[src/design/ebct_defines.svh]
// Notes on behaviour
// - Every step waits on a half-clock tick
// - Multiplexed cycle: six units plus extensions
// - Demultiplexed cycle: four units plus extensions
// - Latch phase grows by extension setting
// - Waitstates are two units times fifteen-minus-field
// - Tristate adds two units unless bit set
// - Settings are snapshot for the next cycle
// - Read data caught when strobe rises
`ifndef EBCT_DEFINES_SVH
`define EBCT_DEFINES_SVH

////////////////////////////////////////////////////////////////////////////////
// Register byte offsets
`define EBCT_OFS_CFG      8'h00
`define EBCT_OFS_ADDR     8'h04
`define EBCT_OFS_WDATA    8'h08
`define EBCT_OFS_CMD      8'h0C
`define EBCT_OFS_RDATA    8'h10

// Command and status bit positions
`define EBCT_CMD_START    0
`define EBCT_CMD_WRITE    1
`define EBCT_CMD_CLRDONE  2
`define EBCT_STA_BUSY     0
`define EBCT_STA_DONE     1

// Configuration reset value: demux, no extension, field 15, tristate bit set
`define EBCT_CFG_RST      8'h7C

// Cycle length pieces in half-clock units
`define EBCT_MUX_LATCH    8'h02
`define EBCT_DMX_LATCH    8'h01
`define EBCT_GAP_LEN      8'h01
`define EBCT_STROBE_LEN   8'h02
`define EBCT_FLOAT_LEN    8'h01
`define EBCT_WAIT_MAX     8'h0F
`define EBCT_TRI_MAX      8'h01

// Timing: half-clock unit against the 100 MHz system clock
`define EBCT_CLK_NS       10
`define EBCT_TCL_NS       10
`define EBCT_TCL_CYC      ((`EBCT_TCL_NS + `EBCT_CLK_NS - 1) / `EBCT_CLK_NS)

// AXI responses
`define EBCT_RESP_OKAY    2'b00
`define EBCT_RESP_SLVERR  2'b10

`endif

[src/design/ebct_pkg.sv]
package ebct_pkg;

   // Bus cycle phases
   typedef enum logic [2:0] {
      EBCT_PH_IDLE,
      EBCT_PH_LATCH,
      EBCT_PH_GAP,
      EBCT_PH_STROBE,
      EBCT_PH_READY,
      EBCT_PH_FLOAT
   } ebct_phase_t;

   // Bus configuration fields, low to high: mux, ext, wait_cnt, tri_ctl, rdy_en
   typedef struct packed {
      logic       rdy_en;
      logic       tri_ctl;
      logic [3:0] wait_cnt;
      logic       ext;
      logic       mux;
   } ebct_cfg_t;

   // Register select codes
   typedef enum logic [2:0] {
      EBCT_SEL_CFG,
      EBCT_SEL_ADDR,
      EBCT_SEL_WDATA,
      EBCT_SEL_CMD,
      EBCT_SEL_RDATA,
      EBCT_SEL_NONE
   } ebct_sel_t;

endpackage : ebct_pkg

[src/design/ebct_sync_if.sv]
`timescale 1ns/10ps
interface ebct_sync_if #(parameter int DW = 16);
   logic          ready_n_s;
   logic [DW-1:0] data_s;
   modport prod (output ready_n_s, output data_s);
   modport cons (input ready_n_s, input data_s);
endinterface : ebct_sync_if

[src/design/ebct_bus_timing.sv]
// Implementation choices: register access over AXI4-Lite and the register offsets.
`timescale 1ns/10ps
`include "ebct_defines.svh"
module ebct_bus_timing
   import ebct_pkg::*;
#(
   parameter int AW      = 16,
   parameter int DW      = 16,
   parameter int TCL_CYC = `EBCT_TCL_CYC
) (
   input  wire logic          aclk,
   input  wire logic          aresetn,
   input  wire logic          s_axi_awvalid,
   output wire logic          s_axi_awready,
   input  wire logic [7:0]    s_axi_awaddr,
   input  wire logic [2:0]    s_axi_awprot,
   input  wire logic          s_axi_wvalid,
   output wire logic          s_axi_wready,
   input  wire logic [31:0]   s_axi_wdata,
   input  wire logic [3:0]    s_axi_wstrb,
   output wire logic          s_axi_bvalid,
   input  wire logic          s_axi_bready,
   output wire logic [1:0]    s_axi_bresp,
   input  wire logic          s_axi_arvalid,
   output wire logic          s_axi_arready,
   input  wire logic [7:0]    s_axi_araddr,
   input  wire logic [2:0]    s_axi_arprot,
   output wire logic          s_axi_rvalid,
   input  wire logic          s_axi_rready,
   output wire logic [31:0]   s_axi_rdata,
   output wire logic [1:0]    s_axi_rresp,
   output wire logic          bus_clock_output,
   output wire logic          addr_latch,
   output wire logic          read_chip_select_n,
   output wire logic          write_chip_select_n,
   output wire logic [AW-1:0] addr_out,
   output wire logic [DW-1:0] data_out,
   output wire logic          data_oe_n,
   input  wire logic [DW-1:0] data_in,
   input  wire logic          ready_n
);

   localparam int TW = (TCL_CYC > 1) ? $clog2(TCL_CYC) : 1;

   // Elaboration checks
   if (TCL_CYC < 1) begin : g_chk_tcl
      $error("TCL_CYC must be at least one");
   end
   if (DW < AW || DW > 32 || AW > 32) begin : g_chk_w
      $error("Need AW <= DW <= 32");
   end

   typedef struct packed {
      ebct_phase_t   ph;
      logic [7:0]    cnt;
      logic [TW-1:0] half_clock_unit;
      logic          go;
      logic          req_wr;
      logic          wr;
      logic          done;
      ebct_cfg_t     cfg;
      ebct_cfg_t     cur;
      logic [AW-1:0] addr;
      logic [DW-1:0] wdata;
      logic [DW-1:0] rdata;
      logic          bclk;
      logic          ale;
      logic          rd_n;
      logic          wr_n;
      logic [AW-1:0] a_out;
      logic [DW-1:0] d_out;
      logic          d_oen;
      logic          awready;
      logic          wready;
      logic          aw_got;
      logic          w_got;
      logic [7:0]    awaddr;
      logic [31:0]   wd;
      logic [3:0]    ws;
      logic          bvalid;
      logic [1:0]    bresp;
      logic          arready;
      logic          rvalid;
      logic [31:0]   rd;
      logic [1:0]    rresp;
   } ebct_st_t;

   ebct_st_t     q, d;
   ebct_sync_if #(.DW(DW)) sync ();

   ebct_pin_sync #(.DW(DW)) u_sync (
      .aclk        (aclk),
      .aresetn     (aresetn),
      .ready_n_pin (ready_n),
      .data_pin    (data_in),
      .sync        (sync.prod)
   );

   ////////////////////////////////////////////////////////////////////////////
   // Decoding helpers

   // Register select from a byte address; misaligned or unknown is unmapped
   function automatic ebct_sel_t reg_sel(input logic [7:0] a);
      unique case (a)
         `EBCT_OFS_CFG:   reg_sel = EBCT_SEL_CFG;
         `EBCT_OFS_ADDR:  reg_sel = EBCT_SEL_ADDR;
         `EBCT_OFS_WDATA: reg_sel = EBCT_SEL_WDATA;
         `EBCT_OFS_CMD:   reg_sel = EBCT_SEL_CMD;
         `EBCT_OFS_RDATA: reg_sel = EBCT_SEL_RDATA;
         default:         reg_sel = EBCT_SEL_NONE;
      endcase
   endfunction : reg_sel

   // Byte-lane merge of a write into an old word
   function automatic logic [31:0] merge(input logic [31:0] o, input logic [31:0] v,
                                         input logic [3:0] s);
      merge = o;
      for (int i = 0; i < 4; i++) begin
         if (s[i]) begin
            merge[i*8 +: 8] = v[i*8 +: 8];
         end
      end
   endfunction : merge

   // Phase length in half-clock units, minus one, for the counter
   function automatic logic [7:0] phase_cnt(input ebct_phase_t p, input ebct_cfg_t c);
      logic [7:0] ta;
      logic [7:0] tc;
      logic [7:0] tf;
      ta = {7'd0, c.ext};
      tc = 8'((`EBCT_WAIT_MAX - {4'd0, c.wait_cnt}) << 1);
      tf = 8'((`EBCT_TRI_MAX - {7'd0, c.tri_ctl}) << 1);
      unique case (p)
         EBCT_PH_LATCH:  phase_cnt = (c.mux ? `EBCT_MUX_LATCH : `EBCT_DMX_LATCH) + ta - 8'd1;
         EBCT_PH_GAP:    phase_cnt = `EBCT_GAP_LEN - 8'd1;
         EBCT_PH_STROBE: phase_cnt = `EBCT_STROBE_LEN + ta + tc - 8'd1;
         EBCT_PH_FLOAT:  phase_cnt = `EBCT_FLOAT_LEN + tf - 8'd1;
         default:        phase_cnt = 8'd0;
      endcase
   endfunction : phase_cnt

   ////////////////////////////////////////////////////////////////////////////
   // Next state: register bus first, then the bus cycle, so done-set wins
   always_comb begin
      logic      tick;
      logic      fin;
      logic      to_strobe;
      logic      pend;
      logic [31:0] m;
      ebct_sel_t sel;
      d         = q;
      tick      = (q.half_clock_unit == '0);
      fin       = 1'b0;
      to_strobe = 1'b0;
      pend      = q.go || (q.ph != EBCT_PH_IDLE);
      m         = '0;
      sel       = EBCT_SEL_NONE;

      // Half-clock tick generator and bus clock
      d.half_clock_unit = tick ? TW'(TCL_CYC - 1) : q.half_clock_unit - 1'b1;
      if (tick) begin
         d.bclk = ~q.bclk;
      end

      // Write address and data are taken in either order
      if (s_axi_awvalid && q.awready) begin
         d.aw_got = 1'b1;
         d.awaddr = s_axi_awaddr;
      end
      if (s_axi_wvalid && q.wready) begin
         d.w_got = 1'b1;
         d.wd    = s_axi_wdata;
         d.ws    = s_axi_wstrb;
      end
      if (s_axi_bvalid && s_axi_bready) begin
         d.bvalid = 1'b0;
      end
      if (q.aw_got && q.w_got && !q.bvalid) begin
         sel      = reg_sel(q.awaddr);
         d.aw_got = 1'b0;
         d.w_got  = 1'b0;
         d.bvalid = 1'b1;
         d.bresp  = (sel == EBCT_SEL_NONE) ? `EBCT_RESP_SLVERR : `EBCT_RESP_OKAY;
         unique case (sel)
            EBCT_SEL_CFG: begin
               m     = merge({24'd0, q.cfg}, q.wd, q.ws);
               d.cfg = m[7:0];
            end
            EBCT_SEL_ADDR: begin
               m      = merge(32'(q.addr), q.wd, q.ws);
               d.addr = m[AW-1:0];
            end
            EBCT_SEL_WDATA: begin
               m       = merge(32'(q.wdata), q.wd, q.ws);
               d.wdata = m[DW-1:0];
            end
            EBCT_SEL_CMD: begin
               // A start while busy is dropped; status shows busy
               if (q.ws[0] && q.wd[`EBCT_CMD_CLRDONE]) begin
                  d.done = 1'b0;
               end
               if (q.ws[0] && q.wd[`EBCT_CMD_START] && !pend) begin
                  d.go     = 1'b1;
                  d.req_wr = q.wd[`EBCT_CMD_WRITE];
               end
            end
            EBCT_SEL_RDATA: begin
            end
            EBCT_SEL_NONE: begin
            end
         endcase
      end

      // Read channel
      if (s_axi_rvalid && s_axi_rready) begin
         d.rvalid = 1'b0;
      end
      if (s_axi_arvalid && q.arready) begin
         d.rvalid = 1'b1;
         d.rresp  = `EBCT_RESP_OKAY;
         unique case (reg_sel(s_axi_araddr))
            EBCT_SEL_CFG:   d.rd = {24'd0, q.cfg};
            EBCT_SEL_ADDR:  d.rd = 32'(q.addr);
            EBCT_SEL_WDATA: d.rd = 32'(q.wdata);
            EBCT_SEL_CMD:   d.rd = {30'd0, q.done, pend};
            EBCT_SEL_RDATA: d.rd = 32'(q.rdata);
            EBCT_SEL_NONE: begin
               d.rd    = '0;
               d.rresp = `EBCT_RESP_SLVERR;
            end
         endcase
      end

      // Phase counter steps once per half-clock unit
      if (tick && q.cnt != 8'd0) begin
         d.cnt = q.cnt - 8'd1;
      end

      // Bus cycle sequencer
      unique case (q.ph)
         EBCT_PH_IDLE: begin
            if (tick && q.go) begin
               d.go    = 1'b0;
               d.cur   = q.cfg;
               d.wr    = q.req_wr;
               d.ph    = EBCT_PH_LATCH;
               d.cnt   = phase_cnt(EBCT_PH_LATCH, q.cfg);
               d.ale   = 1'b1;
               d.a_out = q.addr;
               if (q.cfg.mux) begin
                  d.d_out = DW'(q.addr);
                  d.d_oen = 1'b0;
               end
            end
         end
         EBCT_PH_LATCH: begin
            if (tick && q.cnt == 8'd0) begin
               d.ale = 1'b0;
               if (q.cur.mux) begin
                  // Address/data turnaround slot of the multiplexed bus
                  d.ph    = EBCT_PH_GAP;
                  d.cnt   = phase_cnt(EBCT_PH_GAP, q.cur);
                  d.d_oen = ~q.wr;
                  d.d_out = q.wdata;
               end else begin
                  to_strobe = 1'b1;
               end
            end
         end
         EBCT_PH_GAP: begin
            if (tick && q.cnt == 8'd0) begin
               to_strobe = 1'b1;
            end
         end
         EBCT_PH_STROBE: begin
            if (tick && q.cnt == 8'd0) begin
               // Ready is only looked at once the waitstates are spent
               if (q.cur.rdy_en && sync.ready_n_s) begin
                  d.ph = EBCT_PH_READY;
               end else begin
                  fin = 1'b1;
               end
            end
         end
         EBCT_PH_READY: begin
            if (tick && !sync.ready_n_s) begin
               fin = 1'b1;
            end
         end
         EBCT_PH_FLOAT: begin
            if (tick && q.cnt == 8'd0) begin
               d.ph    = EBCT_PH_IDLE;
               d.d_oen = 1'b1;
               d.done  = 1'b1;
            end
         end
      endcase

      if (to_strobe) begin
         d.ph    = EBCT_PH_STROBE;
         d.cnt   = phase_cnt(EBCT_PH_STROBE, q.cur);
         d.rd_n  = q.wr;
         d.wr_n  = ~q.wr;
         d.d_oen = ~q.wr;
         d.d_out = q.wdata;
      end

      // Strobe rise, address change and read capture share one edge
      if (fin) begin
         d.ph    = EBCT_PH_FLOAT;
         d.cnt   = phase_cnt(EBCT_PH_FLOAT, q.cur);
         d.rd_n  = 1'b1;
         d.wr_n  = 1'b1;
         d.a_out = '0;
         if (!q.wr) begin
            d.rdata = sync.data_s;
         end
      end

      // Ready outputs follow the registered channel state
      d.awready = ~d.aw_got & ~d.bvalid;
      d.wready  = ~d.w_got & ~d.bvalid;
      d.arready = ~d.rvalid;
   end

   ////////////////////////////////////////////////////////////////////////////
   // State register
   always_ff @(posedge aclk) begin
      if (!aresetn) begin
         q       <= '0;
         q.ph    <= EBCT_PH_IDLE;
         q.cfg   <= `EBCT_CFG_RST;
         q.cur   <= `EBCT_CFG_RST;
         q.rd_n  <= 1'b1;
         q.wr_n  <= 1'b1;
         q.d_oen <= 1'b1;
      end else begin
         q <= d;
      end
   end

   ////////////////////////////////////////////////////////////////////////////
   // Outputs straight from the state register
   assign s_axi_awready       = q.awready;
   assign s_axi_wready        = q.wready;
   assign s_axi_bvalid        = q.bvalid;
   assign s_axi_bresp         = q.bresp;
   assign s_axi_arready       = q.arready;
   assign s_axi_rvalid        = q.rvalid;
   assign s_axi_rdata         = q.rd;
   assign s_axi_rresp         = q.rresp;
   assign bus_clock_output    = q.bclk;
   assign addr_latch          = q.ale;
   assign read_chip_select_n  = q.rd_n;
   assign write_chip_select_n = q.wr_n;
   assign addr_out            = q.a_out;
   assign data_out            = q.d_out;
   assign data_oe_n           = q.d_oen;

endmodule : ebct_bus_timing

[src/design/ebct_pin_sync.sv]
`timescale 1ns/10ps
module ebct_pin_sync
   import ebct_pkg::*;
#(
   parameter int DW = 16
) (
   input  wire logic          aclk,
   input  wire logic          aresetn,
   input  wire logic          ready_n_pin,
   input  wire logic [DW-1:0] data_pin,
   ebct_sync_if.prod          sync
);

   typedef struct packed {
      logic          rdy1;
      logic          rdy2;
      logic [DW-1:0] dat1;
      logic [DW-1:0] dat2;
   } ebct_sync_st_t;

   ebct_sync_st_t q, d;

   // Two stages; the first stage feeds only the second
   always_comb begin
      d      = q;
      d.rdy1 = ready_n_pin;
      d.rdy2 = q.rdy1;
      d.dat1 = data_pin;
      d.dat2 = q.dat1;
   end

   // Ready idles high (not ready) so reset never looks like a ready pulse
   always_ff @(posedge aclk) begin
      if (!aresetn) begin
         q      <= '0;
         q.rdy1 <= 1'b1;
         q.rdy2 <= 1'b1;
      end else begin
         q <= d;
      end
   end

   assign sync.ready_n_s = q.rdy2;
   assign sync.data_s    = q.dat2;

endmodule : ebct_pin_sync

[config.mk]
export PLATFORM = sky130hd
export DESIGN_NAME = ebct_bus_timing
export DESIGN_NICKNAME = d
export VERILOG_FILES = /design/src/design/ebct_pkg.sv /design/src/design/ebct_sync_if.sv /design/src/design/ebct_bus_timing.sv /design/src/design/ebct_pin_sync.sv
export VERILOG_INCLUDE_DIRS = /design/src /design/src/design
export SDC_FILE = /design/constraint.sdc
export NUM_CORES = 1
export LEC_CHECK = 0
export ABC_CLOCK_PERIOD_IN_PS = 2600
export BUFFER_PORTS_ARGS = -buffer_cell sky130_fd_sc_hd__buf_2
export CORE_UTILIZATION = 56
export CTS_CLUSTER_SIZE = 20
export DETAILED_ROUTE_END_ITERATION = 6
export MAX_ROUTING_LAYER = met4
export PLACE_DENSITY = 0.76
export REMOVE_ABC_BUFFERS = 1
export SYNTH_ARGS = -nofsm -noshare
export SYNTH_HDL_FRONTEND = slang
export SYNTH_SLANG_ARGS = --single-unit
export TNS_END_PERCENT = 5
[constraint.sdc]
create_clock -name aclk -period 2.6 [get_ports aclk]
set_clock_uncertainty 0.15 [all_clocks]
set_input_delay 0.26 -clock aclk [delete_from_list [all_inputs] [get_ports aclk]]
set_output_delay 0.26 -clock aclk [all_outputs]
set_load 0.01 [all_outputs]
* Yosys cells after proc, flatten, opt, wreduce, memory -nomap -nowiden
Index checks and enable logic that the tools add are counted.
Word-level totals: memories 0, RAM bits 0, logic and storage cells 209, ROM bits 0, latch bits 0, output and inout port bits 78, bits in registers 220, input port bits 82
Cells by class: multipliers 0, order comparisons 0, multiplexer cells 57, $add $sub $neg 11, eq/ne operators 37, shifts and indexed selects 0, div/mod/pow operators 0, reductions and logical operators 47, bitwise logic cells 10
Operators with widths (count):
- one-hot mux 32 bit (6 select lines) | 1
- 2-to-1 mux 17 bit | 5
- 2-to-1 mux 11 bit | 5
- 2-to-1 mux 35 bit | 1
- == test 8 x 4 -> 1 bit (second input constant) | 4
- one-hot mux 16 bit (2 select lines) | 1
- one-hot mux 3 bit (5 select lines) | 2
- zero test 8 bit | 3
- 2-to-1 mux 8 bit | 3
- != test 4 bit (second input constant) | 6
- != test 3 bit (second input constant) | 7
- AND reduction 3 bit | 7
- 2-to-1 mux 1 bit | 19
- == test 3 x 2 -> 1 bit (second input constant) | 6
- 2-to-1 mux 3 bit | 6
- == test 8 x 3 -> 1 bit (second input constant) | 2
- == test 8 x 5 -> 1 bit (second input constant) | 2
- one-hot mux 8 bit (2 select lines) | 1
- subtractor 8 x 1 -> 8 bit (second input constant) | 2
- == test 3 bit (second input constant) | 5
- logical AND 1 bit | 15
- 2-to-1 mux 2 bit | 7
- AND reduction 7 bit | 2
- one-hot mux 3 bit (4 select lines) | 1
- other kinds (29) | 49

* Longest topological paths before layout
depth after elaboration 9, gate-level depth with buffers 10, mapped depth without buffers 7

* Modules after synthesis
From an unflattened synthesis, not the netlist that was laid out.
Unflattened totals: cells, all modules 971, area total of the unflattened synthesis 8859.7 um^2
By module, submodules not included:
- ebct_bus_timing | cells an instance 900, times used 1, area an instance 7912.6 um^2, sequential area each 3363.2 um^2
- ebct_pin_sync | cells an instance 71, times used 1, area an instance 947.2 um^2, sequential area each 680.7 um^2

* Worst setup path before layout
OpenSTA, ideal clock, no wires.
path kind register to register, from register q[193] in the netlist's numbering, to register q[134] in the netlist's numbering, path buffers 1, required time 2.318 ns, data arrival time 1.953 ns, library setup time 0.132 ns, stages on the path, launching flop included 9, clock period less this slack 2.235 ns, slack 0.365 ns, cell sequence dfxtp_1 -> inv_1 -> ha_1 -> nor4b_2 -> nand2_1 -> o31a_1 -> clkbuf_1 -> o21ai_0 -> a21oi_1
Between the ends: cells in the longest elaborated chain, start to end 5
Ends and longest elaborated chain:
- start, declared | RTL line ebct_bus_timing.sv:88 | ebct_st_t q, d;
- zero test 8 bit | RTL line ebct_bus_timing.sv:276 | if (tick && q.cnt == 8'd0) begin
- logical AND 1 bit | RTL line ebct_bus_timing.sv:276
- 2-to-1 mux 1 bit | RTL line ebct_bus_timing.sv:276
- one-hot mux 1 bit (2 select lines) | RTL line ebct_bus_timing.sv:240 | unique case (q.ph)
- AND reduction 2 bit (no line)
No other way between the ends. A chain may end at the register's enable or synchronous reset.

* Worst setup path after layout
from register q[193] in the netlist's numbering, to register q (netlist bit data_out[5])
Between the ends: cells in the longest elaborated chain, start to end 6, elaborated cells on any way between the ends 12, those cells by class eq/ne (4); mux (4); reduce/logical (4)
Ends and longest elaborated chain (RTL line):
- zero test 8 bit (*) | ebct_bus_timing.sv:257, ebct_bus_timing.sv:271
- logical AND 1 bit (*) | ebct_bus_timing.sv:257, ebct_bus_timing.sv:271
- 2-to-1 mux 1 bit, on equally long branches | ebct_bus_timing.sv:271, ebct_bus_timing.sv:257
- one-hot mux 1 bit (2 select lines) | ebct_bus_timing.sv:240
- != test 3 bit (no line) / nonzero test 3 bit (equally long branches)
- AND reduction 5 bit (no line)
Every way passes the cells marked *; elsewhere a longest branch is shown, timed or not.

==> results by group <==
Place
  – Post-DP HPWL: roughly 14,000 um
  – Buffers on Ports: between 100 and 150
  – Pre-CTS WS: around 0.22 ns
  – Placed insts: 1,244
  – Placer's final routability congestion estimate: a little over 0.9

Worst setup path
  – Startpoint types: register
  – Critical path, cell by cell: inv_1 -> ha_1 -> nor4b_2 -> and2_1 -> o22ai_2 -> or2_1 -> o31ai_1
  – Critical Path End Type: register
  – Critical Path AT: 2.70 ns
  – Worst path max stage delay: between 0.4 and 0.5 ns
  – WS Path Type: register to register
  – Critical path's slowest cell: or2_1
  – Crit Path Max Fanout: 16
  – Worst path required time: roughly 2.9 ns
  – Buf+Inv Stages, Crit Path: 1
  – Crit path max-delay family: simple AND/OR/NAND/NOR gates

Synthesis
  – Sequential fraction of the synthesis area: 0.466
  – Ranking of synthesized cells by area: dfxtp_1 (47%), nand2_1 (7.1%), buf_4 (6.0%), a21oi_1 (5.2%), mux2i_1 (4.0%)
  – Yosys reg bits: 202
  – Yosys top cell by area: dfxtp_1
  – Commonest register cell after synthesis: dfxtp_1
  – Mapped Area: approximately 8700 sq um
  – Async SR Flop Fraction: 0
  – Synthesis Warnings: 0
  – Post-synth EDFFs: 0
  – Distinct cells, synth: 68
  – Area share of the largest cell type after synthesis: 0.466
  – Post-Synthesis Mean Instance Area: 8.51 sq um
  – Post-Syn Instances: around 1,000

Route
  – Detailed-route via count: approximately 7,500
  – Initial DRC Count: between 500 and 600
  – Post-DR vias/cell: 5.63
  – Detailed Route WL: 21,900 um
  – 1st-pass router iterations: 7
  – Post-route DRC: 2
  – Drt wl/cell: roughly 16 um
  – DRT antenna net count: 0

Cells and area
  – Fraction of layout cells with a size suffix above 1: 0.182
  – Commonest non-fill, non-tap cell in the layout: dfxtp_1
  – Area growth, synth to finish: 19.2%
  – Fill cell count: between 1,000 and 1,500
  – Non-Filler Instances: around 1,300
  – Post-layout net count: about 1,200
  – # diodes: 0
  – Commonest cells after routing, fill and taps aside: dfxtp_1 (202), nand2_1 (163), buf_2 (117)

Global route
  – Antenna violations before repair: 0
  – GR Util All Layers: 0.287
  – Largest net degree at the start of global routing: 72
  – GR Overflow Total: 0
  – Number of global-route vias before repair: between 7,000 and 8,000
  – Global-route wire length before repair: 36,000 um

STA
  – FMAX: a little over 0.4 GHz
  – Final Setup Violations: 0
  – Final Max Slew Viols: 0
  – Worst-Margin Slew: slightly below 0.8 ns
  – RSZ-0062 raised after global routing: no
  – Final hold viol count: 0
  – PnR worst setup slack: between 0.15 and 0.2 ns
  – Min Tclk post-route: ~2.4 ns
  – Final period utilization: 0.934
  – Slew headroom: 0.468

Floorplanning
  – Io pins: 160
  – Die area: between 15,000 and 20,000 sq um
  – Core area: 15,100 sq um
  – Initial core utilization: 0.573
  – # rows: 45
  – Die Height: 126 um
  – Die width: around 130 um

Power
  – Max IR drop VDD: between 0.0005 and 0.0006 V
  – PD cells: approximately 740 nW/um^2
  – Leakage: between 4 and 5 nW
  – Total power: between 7 and 8 mW

Clock tree
  – Htree depth: 1
  – Setup Fix Bufs, Post-CTS: 0
  – CTS Buf Count: 22
  – Root Driver: clkbuf_16
  – # clock sinks: about 200
  – Clock Path Buffers: 3
  – CTS tree: yes
  – Clk Latency, worst-skew pair: about 0.51 ns
  – CTS clock-pin slew for the worst setup and hold paths: 0.06 ns

Outcome
  – Failing checks: design-rule violations
  – Outcome: finished with violations

Run
  – Max cap viols: 0

Hold path
  – Hold Crit Class: input port to register
power breakdown:
part,total [mW],internal (mW),leakage [nW],switching (mW)
Clock,3.49,2.23,0.412,1.26
Combinational,0.809,0.376,2.24,0.433
Sequential,3.30,3.20,1.64,0.0991
synth_stat cells (4+ instances only):
master,instances
a21oi_1,90
a22oi_1,16
a2bb2oi_1,11
a31oi_1,7
and2_1,37
and3_1,6
buf_1,6
buf_2,7
buf_4,69
clkbuf_1,49
dfxtp_1,202
ha_1,4
inv_1,9
mux2i_1,35
nand2_1,163
nand2b_1,7
nand3_1,55
nor2_1,59
nor2b_1,7
nor3_1,9
nor3b_1,5
o211ai_1,4
o21ai_0,66
o221ai_1,10
o22ai_1,14
o31ai_1,5
xor2_1,4
metal layers:
| layer | vias to the layer above | GRT usage | share of wire |
|---|---|---|---|
| met5 | - | - | 0 |
| met1 | 3512 | 0.369 | 0.44 |
| met3 | 34 | 0.0367 | 0.059 |
| met4 | 0 | 0.0907 | 0.024 |
| li1 | 3672 | - | - |
| met2 | 269 | 0.471 | 0.48 |
sequential cells by signal, summed over array words and instances, names as in the netlist, 16 cells and up:
signal,flops
q,108
u_sync.d,17
addr_out,16
data_out,16
s_axi_rdata,16
u_sync.sync.data_s,16
worst paths after layout:
path                                         startpoint                               end  slack, ns  cells after the start
worst max-delay path                  q[193]$_SDFF_PP0_          data_out[5]$_SDFFE_PN0P_       0.17                      7
worst min-delay path                    s_axi_araddr[4]       s_axi_rresp[1]$_SDFFE_PN0P_       0.06                      3
worst max register to register        q[193]$_SDFF_PP0_          data_out[5]$_SDFFE_PN0P_       0.17                      7
worst min register to register  u_sync.d[32]$_SDFF_PN1_  u_sync.sync.ready_n_s$_SDFF_PN1_       0.26                      1
worst register-to-register path: stages, from the launching register on:
cell     delay (ns)
dfxtp_1        0.32
inv_1          0.09
ha_1           0.20
nor4b_2        0.35
and2_1         0.34
o22ai_2        0.13
or2_1          0.45
o31ai_1        0.31
what timing repair did:
| action | in CTS | in global routing |
|---|---|---|
| gates resized for setup | 0 | 0 |
| hold buffers | 45 | 0 |
| hold endpoints to repair | 46 | 0 |
through the flow:
stage | TNS [ns] | area (sq um) | hold WS, ns | util
4_1_cts | 0 | 10300 | 0.0471 | 0.683
3_5_place_dp | 0 | 9050 | 0.245 | 0.598
3_3_place_gp | 0 | 9050 | 0.243 | 0.598
6_report | 0 | 10300 | 0.0637 | 0.683
2_1_floorplan | -0.356 | 7970 | 0.172 | -
5_1_grt | 0 | 10300 | 0.0699 | 0.683
area by class of cell:
class,instances,area [sq um],area share
Multi-Input combinational cell,691,3880,0.376
Clock inverter,10,196,0.0190
Timing Repair Buffer,197,1300,0.126
Clock buffer,30,641,0.0620
Inverter,11,41.3,0.00399
Sequential cell,202,4040,0.391
Tap cell,188,235,0.0227
kinds of logic after synthesis:
logic type      after synthesis  synth area share
compound gates              248             0.175
xor+xnor                      7           0.00707
fa+ha+maj                     4           0.00577
buf+inv                     144            0.0942
flops                       202             0.466
mux                          37            0.0430
other cells                   1          0.000432
simple gates                376             0.209
Note: power is estimated with default switching activity, not from simulation.
